`src/shared/lec_pkg.sv`:
```
package lec_pkg;
  // Register byte offsets on the plain register port.
  localparam logic [7:0] LEC_OFF_ROM_MAP  = 8'h34;
  localparam logic [7:0] LEC_OFF_FAIL_LO  = 8'h38;
  localparam logic [7:0] LEC_OFF_FAIL_HI  = 8'h3c;
  localparam logic [7:0] LEC_OFF_VENDOR   = 8'h40;
  localparam logic [7:0] LEC_OFF_HC_SET   = 8'h50;
  localparam logic [7:0] LEC_OFF_HC_CLR   = 8'h54;
  localparam logic [7:0] LEC_OFF_IRQ_STAT = 8'h60;
  localparam logic [7:0] LEC_OFF_IRQ_MASK = 8'h64;

  // Field positions.
  localparam int LEC_IMAGE_VALID_BIT = 31;
  localparam int LEC_SRC_MSB         = 31;
  localparam int LEC_SRC_LSB         = 16;
  localparam int LEC_OFF_HI_MSB      = 15;
  localparam int LEC_MAP_LSB         = 10;
  localparam int LEC_EV_PW_FAIL      = 0;
  localparam int LEC_EV_FETCH_ERR    = 1;
  localparam int LEC_EV_TYPE_ERR     = 2;
  localparam int LEC_EV_COUNT        = 3;

  // Values after reset.
  localparam logic [31:0] LEC_FAIL_RST = 32'h0000_0000;
  localparam logic [31:0] LEC_MAP_RST  = 32'h0000_0000;
  localparam logic [2:0]  LEC_MASK_RST = 3'h0;
  localparam logic [2:0]  LEC_STAT_RST = 3'h0;

  // Arbitrary neutral extension code; it names no real maker.
  localparam logic [31:0] LEC_VENDOR_CODE = 32'h00c0_ffee;

  // Host memory address of a ROM window access: base plus low offset bits.
  function automatic logic [31:0] lec_rom_addr(input logic [31:0] base, input logic [9:0] offset);
    lec_rom_addr = base + {22'h000000, offset};
  endfunction
endpackage

```
`src/logic/lec_rom_gate.sv`:
```
`timescale 1ns/100ps
// Answers configuration ROM window reads; blocks depend on the image flag.
module lec_rom_gate
  import lec_pkg::*;
(
  // Clock and reset.
  input  wire logic        clock,
  input  wire logic        rst,
  input  wire logic        soft_rst,
  // Gate controls.
  input  wire logic        image_valid,
  input  wire logic [31:0] map_base,
  // Request from the receive side.
  input  wire logic        rom_req,
  input  wire logic        rom_req_block,
  input  wire logic [9:0]  rom_req_offset,
  // Registered answer.
  output logic             rom_resp,
  output logic             rom_resp_type_error,
  output logic [31:0]      rom_resp_host_addr
);
  typedef struct packed {
    logic        resp;
    logic        type_err;
    logic [31:0] addr;
  } lec_gate_t;

  lec_gate_t s_reg;
  lec_gate_t s_next;

  // A block read without a valid image gets a type error and no address.
  always_comb begin
    s_next = '0;
    if (rom_req && !soft_rst) begin
      s_next.resp = 1'b1;
      if (rom_req_block && !image_valid) begin
        s_next.type_err = 1'b1;
      end else begin
        s_next.addr = lec_rom_addr(map_base, rom_req_offset);
      end
    end
  end

  always_ff @(posedge clock) begin
    if (rst) begin
      s_reg <= '0;
    end else begin
      s_reg <= s_next;
    end
  end

  assign rom_resp            = s_reg.resp;
  assign rom_resp_type_error = s_reg.type_err;
  assign rom_resp_host_addr  = s_reg.addr;
endmodule // lec_rom_gate

```
`src/logic/lec_top.sv`:
```
`timescale 1ns/100ps
module lec_top
  import lec_pkg::*;
#(
  parameter logic [31:0] VENDOR_CODE = LEC_VENDOR_CODE
)
(
  // Clock and reset.
  input  wire logic        clock,
  input  wire logic        rst,
  // Register port.
  input  wire logic [7:0]  reg_addr,
  input  wire logic [31:0] reg_wdata,
  input  wire logic        reg_wr,
  input  wire logic        reg_rd,
  output logic [31:0]      reg_rdata,
  // Posted write failure report.
  input  wire logic        pw_fail,
  input  wire logic [15:0] pw_fail_source,
  input  wire logic [47:0] pw_fail_offset,
  // Link events and status.
  input  wire logic        soft_rst,
  input  wire logic        bus_reset,
  input  wire logic        bib_fetch_error,
  input  wire logic        link_active_gate,
  // Configuration ROM window requests.
  input  wire logic        rom_req,
  input  wire logic        rom_req_block,
  input  wire logic [9:0]  rom_req_offset,
  output logic             rom_resp,
  output logic             rom_resp_type_error,
  output logic [31:0]      rom_resp_host_addr,
  // Bus reset update strobe, flag and interrupt.
  output logic             rom_regs_update,
  output logic             image_valid_flag,
  output logic             irq
);
  import lec_pkg::*;

  typedef struct packed {
    logic [31:0]             fail_lo;
    logic [31:0]             fail_hi;
    logic [31:0]             map_next;
    logic [31:0]             map_active;
    logic                    image_valid;
    logic [LEC_EV_COUNT-1:0] stat;
    logic [LEC_EV_COUNT-1:0] mask;
    logic [31:0]             rdata;
    logic                    regs_update;
    logic                    irq;
  } lec_bank_t;

  localparam lec_bank_t LEC_BANK_RST = '{
    fail_lo:     LEC_FAIL_RST,
    fail_hi:     LEC_FAIL_RST,
    map_next:    LEC_MAP_RST,
    map_active:  LEC_MAP_RST,
    image_valid: 1'b0,
    stat:        LEC_STAT_RST,
    mask:        LEC_MASK_RST,
    rdata:       32'h0000_0000,
    regs_update: 1'b0,
    irq:         1'b0
  };

  lec_bank_t                s_reg;
  lec_bank_t                s_next;
  logic [LEC_EV_COUNT-1:0]  events;
  logic                     wr_set;
  logic                     wr_clr;

  // Address decode used by the writes; reads and checks compare reg_addr directly.
  function automatic logic lec_hit(input logic [7:0] addr, input logic [7:0] off);
    lec_hit = (addr == off);
  endfunction

  // Writes of one to bit 31 at either flag address; zero changes nothing.
  assign wr_set = reg_wr && lec_hit(reg_addr, LEC_OFF_HC_SET) && reg_wdata[LEC_IMAGE_VALID_BIT];
  assign wr_clr = reg_wr && lec_hit(reg_addr, LEC_OFF_HC_CLR) && reg_wdata[LEC_IMAGE_VALID_BIT];

  // Event sources for the sticky status bits.
  always_comb begin
    events                   = '0;
    events[LEC_EV_PW_FAIL]   = pw_fail;
    events[LEC_EV_FETCH_ERR] = bib_fetch_error;
    events[LEC_EV_TYPE_ERR]  = rom_resp && rom_resp_type_error;
  end

  // Next state of the whole bank.
  always_comb begin
    s_next             = s_reg;
    s_next.rdata       = 32'h0000_0000;
    s_next.regs_update = 1'b0;

    // A new failure overwrites the last one; software sees the most recent.
    if (pw_fail) begin
      s_next.fail_hi[LEC_SRC_MSB:LEC_SRC_LSB] = pw_fail_source;
      s_next.fail_hi[LEC_OFF_HI_MSB:0]        = pw_fail_offset[47:32];
      s_next.fail_lo                          = pw_fail_offset[31:0];
    end

    // Mapping writes go to a pending copy; it takes effect at bus reset.
    if (reg_wr && lec_hit(reg_addr, LEC_OFF_ROM_MAP)) begin
      s_next.map_next = {reg_wdata[31:LEC_MAP_LSB], 10'h000};
    end
    if (reg_wr && lec_hit(reg_addr, LEC_OFF_IRQ_MASK)) begin
      s_next.mask = reg_wdata[LEC_EV_COUNT-1:0];
    end

    // A set while the link is active is ignored, protecting a live image.
    if (wr_set && !link_active_gate) begin
      s_next.image_valid = 1'b1;
    end
    if (wr_clr) begin
      s_next.image_valid = 1'b0;
    end
    // A fetch error beats a software set in the same cycle.
    if (bib_fetch_error) begin
      s_next.image_valid = 1'b0;
    end

    // Without a valid image the ROM registers keep their old contents.
    if (bus_reset && s_reg.image_valid) begin
      s_next.map_active  = s_reg.map_next;
      s_next.regs_update = 1'b1;
    end

    // Write one to clear, but a new event in the same cycle wins.
    if (reg_wr && lec_hit(reg_addr, LEC_OFF_IRQ_STAT)) begin
      s_next.stat = s_reg.stat & ~reg_wdata[LEC_EV_COUNT-1:0];
    end
    s_next.stat = s_next.stat | events;
    s_next.irq  = |(s_next.stat & s_next.mask);

    // Read data appears in the cycle after the strobe.
    if (reg_rd) begin
      case (reg_addr)
        LEC_OFF_ROM_MAP:  s_next.rdata = s_reg.map_next;
        LEC_OFF_FAIL_LO:  s_next.rdata = s_reg.fail_lo;
        LEC_OFF_FAIL_HI:  s_next.rdata = s_reg.fail_hi;
        LEC_OFF_VENDOR:   s_next.rdata = VENDOR_CODE;
        LEC_OFF_HC_SET:   s_next.rdata = {s_reg.image_valid, 31'h0};
        LEC_OFF_HC_CLR:   s_next.rdata = {s_reg.image_valid, 31'h0};
        LEC_OFF_IRQ_STAT: s_next.rdata = {29'h0, s_reg.stat};
        LEC_OFF_IRQ_MASK: s_next.rdata = {29'h0, s_reg.mask};
        default:          s_next.rdata = 32'h0000_0000;
      endcase
    end

    // Software reset returns the bank to its reset image.
    if (soft_rst) begin
      s_next = LEC_BANK_RST;
    end
  end

  // State register.
  always_ff @(posedge clock) begin
    if (rst) begin
      s_reg <= LEC_BANK_RST;
    end else begin
      s_reg <= s_next;
    end
  end

  // Outputs come straight from the bank register.
  assign reg_rdata        = s_reg.rdata;
  assign rom_regs_update  = s_reg.regs_update;
  assign image_valid_flag = s_reg.image_valid;
  assign irq              = s_reg.irq;

  // Window read gate; uses the mapping base already in effect.
  lec_rom_gate u_gate (
    .clock               (clock),
    .rst                 (rst),
    .soft_rst            (soft_rst),
    .image_valid         (s_reg.image_valid),
    .map_base            (s_reg.map_active),
    .rom_req             (rom_req),
    .rom_req_block       (rom_req_block),
    .rom_req_offset      (rom_req_offset),
    .rom_resp            (rom_resp),
    .rom_resp_type_error (rom_resp_type_error),
    .rom_resp_host_addr  (rom_resp_host_addr)
  );
endmodule // lec_top

```
`config.mk`:
```
export PLATFORM = sky130hd
export DESIGN_NAME = lec_top
export DESIGN_NICKNAME = d
export VERILOG_FILES = /design/src/shared/lec_pkg.sv /design/src/logic/lec_rom_gate.sv /design/src/logic/lec_top.sv
export SDC_FILE = /design/constraint.sdc
export NUM_CORES = 1
export LEC_CHECK = 0
export ABC_CLOCK_PERIOD_IN_PS = 1300
export BUFFER_PORTS_ARGS = -buffer_cell sky130_fd_sc_hd__buf_4
export CAP_MARGIN = 10
export CORE_UTILIZATION = 25
export DETAILED_ROUTE_END_ITERATION = 8
export PLACE_DENSITY = 0.53
export SLEW_MARGIN = 30
export SYNTH_ARGS = -nofsm -noshare
export SYNTH_HDL_FRONTEND = slang
export SYNTH_HIERARCHICAL = 1
export SYNTH_SLANG_ARGS = --single-unit
```
`constraint.sdc`:
```
create_clock -name clock -period 1.3 [get_ports clock]
set_input_delay 0.13 -clock clock [delete_from_list [all_inputs] [get_ports clock]]
set_output_delay 0.13 -clock clock [all_outputs]
set_load 0.01 [all_outputs]
```
=== After elaboration in Yosys (flattened, before gate mapping) ===
Index checks and enable logic that the tools add are counted.

* Flip-flop bits (word level): 183
* Bits of input ports: 125
* Output and inout bits: 69
* Word-level logic and storage cells: 57

* Add/subtract/negate cells: 1
* Eq/ne operators: 8
* Multiplexer cells: 7
* Bitwise gates (word level): 6
* Reduce and logical (&&, ||, !) cells: 22

{| class="wikitable"
|+ Operator list
! kind !! number
|-
| 32-bit one-hot mux with 7 select lines || 1
|-
| 8-bit by 7-bit equality test with 1-bit output (second input constant) || 5
|-
| 34-bit 2-to-1 mux || 1
|-
| 32-bit by 10-bit adder with 32-bit output || 1
|-
| 32-bit 2-to-1 mux || 1
|-
| 8-bit by 6-bit equality test with 1-bit output (second input constant) || 3
|-
| 1-bit logical AND || 12
|-
| 3-bit OR reduction || 3
|-
| 3-bit bitwise AND || 2
|-
| 3-bit 2-to-1 mux || 2
|-
| 2-bit OR reduction || 3
|-
| 4-bit OR reduction || 1
|-
| 1-bit zero test || 3
|-
| 3-bit inverter || 1
|-
| 3-bit OR || 1
|-
| 1-bit 2-to-1 mux || 2
|-
| 1-bit inverter || 2
|}

=== Depth between registers and ports, before layout ===
* Depth after elaboration: 6
* Gate-level depth with buffers: 9
* Mapped depth without buffers: 8

=== Hierarchy ===
The synthesis kept the hierarchy.

{| class="wikitable"
|+ Modules (own cells, without submodules)
! module !! instances !! cells each !! area an instance (um2) !! sequential area each (um2)
|-
| lec_top || 1 || 648 || 6,078.3 || 2,982.9
|-
| lec_rom_gate || 1 || 197 || 1,744.2 || 680.7
|}

=== Worst setup path before layout ===
No wires, ideal clock.

* Path type: in2reg
* Start: in reg_addr[3]
* End: reg s_reg, in the netlist irq
* Library setup time: 0.133 ns
* Arrival: 1.316 ns
* Required time: 1.167 ns
* Setup slack: -0.149 ns
* Stages: 5
* Path buffers: 1
* Path through: buf_6 -> or4_4 -> o41ai_2 -> a221o_1 -> o221ai_1

* Cells in the longest elaborated chain, start to end: 6
* Elaborated cells on any way between the ends: 9
* Those cells by class: eq/ne (2); mux (2); bitwise (2); reduce/logical (3)

{| class="wikitable"
|+ Ends and longest elaborated chain
! element !! line !! source
|-
| start, declared || lec_top.sv:12 || <nowiki>input wire logic [7:0] reg_addr,</nowiki>
|-
| 8-bit by 7-bit equality test with 1-bit output || lec_top.sv:74 || <nowiki>lec_hit = (addr == off);</nowiki>
|-
| 1-bit logical AND || lec_top.sv:129 || <nowiki>if (reg_wr && lec_hit(reg_addr, LEC_OFF_IRQ_STAT)) begin</nowiki>
|-
| 3-bit 2-to-1 mux || lec_top.sv:129 ||
|-
| 3-bit OR || lec_top.sv:132 || <nowiki>s_next.stat = s_next.stat | events;</nowiki>
|-
| 3-bit bitwise AND (*) || lec_top.sv:133 || <nowiki>s_next.irq = |(s_next.stat & s_next.mask);</nowiki>
|-
| 3-bit OR reduction (*) || lec_top.sv:133 ||
|-
| end signal, assigned || lec_top.sv:161 || <nowiki>s_reg <= s_next;</nowiki>
|-
| end, declared || lec_top.sv:66 || <nowiki>lec_bank_t s_reg;</nowiki>
|}

Every way passes the cells marked *; elsewhere a longest branch is shown, timed or not.
A chain may end at the register's enable or synchronous reset.

=== Worst setup path in the final report ===
* Start: reg s_reg, in the netlist image_valid_flag
* End: out image_valid_flag

{| class="wikitable"
|+ RTL lines
! element !! line !! source
|-
| end, declared || lec_top.sv:35 || <nowiki>output logic image_valid_flag,</nowiki>
|}

No word-level cell between the ends.

==> run summary <==
Status: complete, no violations
R2R Path Start: image_valid_flag
# setup viols final: 0
Slew HR: 35.5%
Critical path type: reg2out
Total Wirelength: 23500 µm
Worst Path Required: 1.17 ns
Antenna diodes: 0
Final instance area: 11300 µm²
Nets: 1254
Switching Share: 26.1%
Max_cap viols: 0
Worst Clk Skew: 0.0205 ns
Top Ports: 194
Reg2reg path depth: 4
Initial core utilization: 25.5%
Number of setup buffers added after CTS: 0
Area of the core: 30700 µm²
Largest net degree at the start of global routing: 72
Post-synthesis sequential area ratio: 46.8%
Fin. max-slew vios: 0
Initial antenna violation count: 0
Net switching power of the design: 3250 µW
Placer congestion estimate: 0.821
Drt first pass iters: 5
CTS tree: yes
Min-delay worst type: in2reg
Max frequency: 833 MHz
Power, Total: 12500 µW
Power Density: 1100 nW/µm²
Avg Inst Size Synth: 9.26 µm²
Die height: 179 µm
Mapped Cells: 845
Worst Setup Start Kind: flop
Worst Path Max Fanout: 4
Post-route minimum period: 1.20 ns
Global-route wire length before repair: 36400 µm
CTS Buf Count: 17
GRT Util Overall: 14.8%
P&R area growth vs syn: 45.0%
CP Capture Type: output port
Flop pwr share: 45.9%
R2R Path End: u_gate/rom_resp_host_addr[4]
Share of total power in combinational logic: 11.1%
Reg2Reg Setup Slack: 0.13 ns
Via count: 6770
Synth unique cells: 74
# rows: 64
Clock insertion delay at the later pin of the skew report: 0.44 ns
Max reg flops: 114
Clock sink count: 183
Fraction of registers with async set/reset: 0%
Clock Power Share: 43.0%
Reg clk slew, reported paths: 0.08 ns
Root buffer cell: clkbuf_16
Ys Warns: 6
Crit path DAT: 1.07 ns
Remaining DRCs: 0
Share of layout cells above drive strength 1: 26.3%
Synth Register Bits: 183
Die Wd: 179 µm
Total grt overflow: 0
Worst-Margin Slew: 0.968 ns
Endpoints failing hold: 0
Hold_sp: reg_addr[3]
PortBufs: 186
CTS max path bufs: 2
Post-synth top flop: dfxtp_1
Placed Area: 9840 µm²
WL/cell: 15.4 µm
1st-iter DRT viols: 398
RSZ-0062 raised after global routing: no
Via-to-Cell Ratio: 4.43
P_int: 9210 µW
Antenna Violating Nets Remaining: 0
Mapped cell area: 7820 µm²
EDFF count, synth: 0
Max VDD drop: 0.000760 V
Post-DP HPWL: 16800 µm
Die area: 32000 µm²
Number of global-route vias before repair: 6706
Final Core Density: 37.0%
# H-tree levels: 4
Period utilization: 92.4%
Leakage: 0.00457 µW
Cells on Worst Hold Path: 3
Min-Delay Endpoint: reg_rdata[31]
power by group through the flow:
stage	combinational [µW]	clock, µW	sequential, µW
after global routing	1500	5760	5730
after global placement	1130	0	5850
after floorplan	609	0	5850
final	1380	5360	5720
after CTS	1360	5550	5720
after detailed placement	1130	0	5850
placed cells by master, fill, tap and decap left out, types with 6 or more instances in the layout:
cell type / count
a21oi_1: 58
conb_1: 11
or3_1: 6
dlygate4sd3_1: 90
a211oi_1: 6
xnor2_1: 17
clkbuf_16: 17
a221oi_1: 13
a2bb2oi_1: 13
nand2_1: 101
ha_1: 10
a22o_1: 8
dfxtp_1: 183
mux2i_1: 81
nor2_1: 100
buf_12: 12
buf_4: 226
inv_1: 13
nor3_1: 37
nand3_1: 13
o21ai_0: 12
worst max-delay path, cell delays in order (launching register included):
cell and delay [ns]:
dfxtp_1 0.38, buf_4 0.15, buf_4 0.11
final cells by class:
cell class              instances  area, µm²
clock inverters                15        183
clock buffers                  17        425
flip-flops and latches        183       3660
multi-input cells             575       3690
well taps                     396        495
inverters                      13       48.8
repair buffers                328       2840
fillers                      3106      19300
metrics by stage:
step           instances  hold slack [ns]  setup TNS [ns]  setup WS, ns
2_1_floorplan        855            0.199           -1.76        -0.146
3_3_place_gp        1405            0.307          -10.36        -0.262
3_5_place_dp        1405            0.309          -11.53        -0.304
4_1_cts             1527           0.0502               0        0.0505
5_1_grt             1527           0.0821               0        0.0350
6_report            1527           0.0630               0        0.0989
kinds of logic (layout without fill, tap and decap cells):
kind of cell	after synthesis	in the layout	share of synthesized area (%)
muxes	84	84	10.8
buffers and inverters	97	373	6.89
other	1	11	0.0479
and+or+nand+nor	306	306	18.5
xor gates and xnor gates	21	21	2.35
adders and majority gates	11	11	1.86
AOI/OAI and AO/OA	142	142	12.7
DFF	183	183	46.8
how the worst max path moves through the flow:
| stage | from | to | slack (ns) | cells after the start |
|---|---|---|---|---|
| after global placement | soft_rst | reg_rdata[18] | -0.26 | 6 |
| after detailed placement | reg_addr[3] | irq | -0.30 | 5 |
| after CTS | image_valid_flag | image_valid_flag | 0.05 | 2 |
| after global routing | image_valid_flag | image_valid_flag | 0.04 | 2 |
| after floorplan | reg_addr[3] | irq | -0.15 | 5 |
| final | image_valid_flag | image_valid_flag | 0.1 | 2 |
layer usage:
metal  up-vias  GRT usage [%]  share of wire [%]
li1       3466              -                  -
met1      3117           20.3                 48
met2       165           23.4                 46
met3        22           2.48                4.5
met4         0           4.59                1.3
met5         -              0                  0
Yosys cell counts, types with 2 or more instances:
library cell | instances | area (µm²)
inv_1 | 13 | 48.8
and4_1 | 2 | 17.5
nand4_1 | 4 | 25.0
a311o_1 | 2 | 20.0
buf_6 | 4 | 45.0
a22o_1 | 8 | 70.1
o21ai_0 | 12 | 60.1
a211oi_1 | 6 | 45.0
buf_1 | 8 | 30.0
a21o_1 | 3 | 22.5
buf_2 | 10 | 50.1
or2_2 | 4 | 25.0
nor2_1 | 100 | 375
clkbuf_1 | 26 | 97.6
nor3b_1 | 3 | 22.5
nor4bb_1 | 2 | 20.0
nand2b_1 | 4 | 25.0
nand2_1 | 101 | 379
o31ai_1 | 2 | 15.0
a21oi_1 | 59 | 295
mux2i_1 | 81 | 811
o32ai_1 | 2 | 17.5
xnor2_1 | 17 | 149
dfxtp_1 | 183 | 3660
nor4_1 | 3 | 18.8
buf_4 | 35 | 263
nor3_1 | 37 | 185
mux2_2 | 3 | 33.8
a222oi_1 | 2 | 20.0
nand4bb_1 | 2 | 22.5
nand3_1 | 14 | 70.1
nor2b_1 | 4 | 25.0
or3_1 | 6 | 37.5
a221oi_1 | 14 | 123
ha_1 | 10 | 125
and3_1 | 5 | 31.3
xor2_1 | 4 | 35.0
a32o_1 | 2 | 20.0
a2bb2oi_1 | 13 | 114
what timing repair did:
action                    CTS  global route
hold endpoints to repair   91             0
hold buffers               90             0
gates resized for setup     0             0
(Power assumes the default switching activity.)
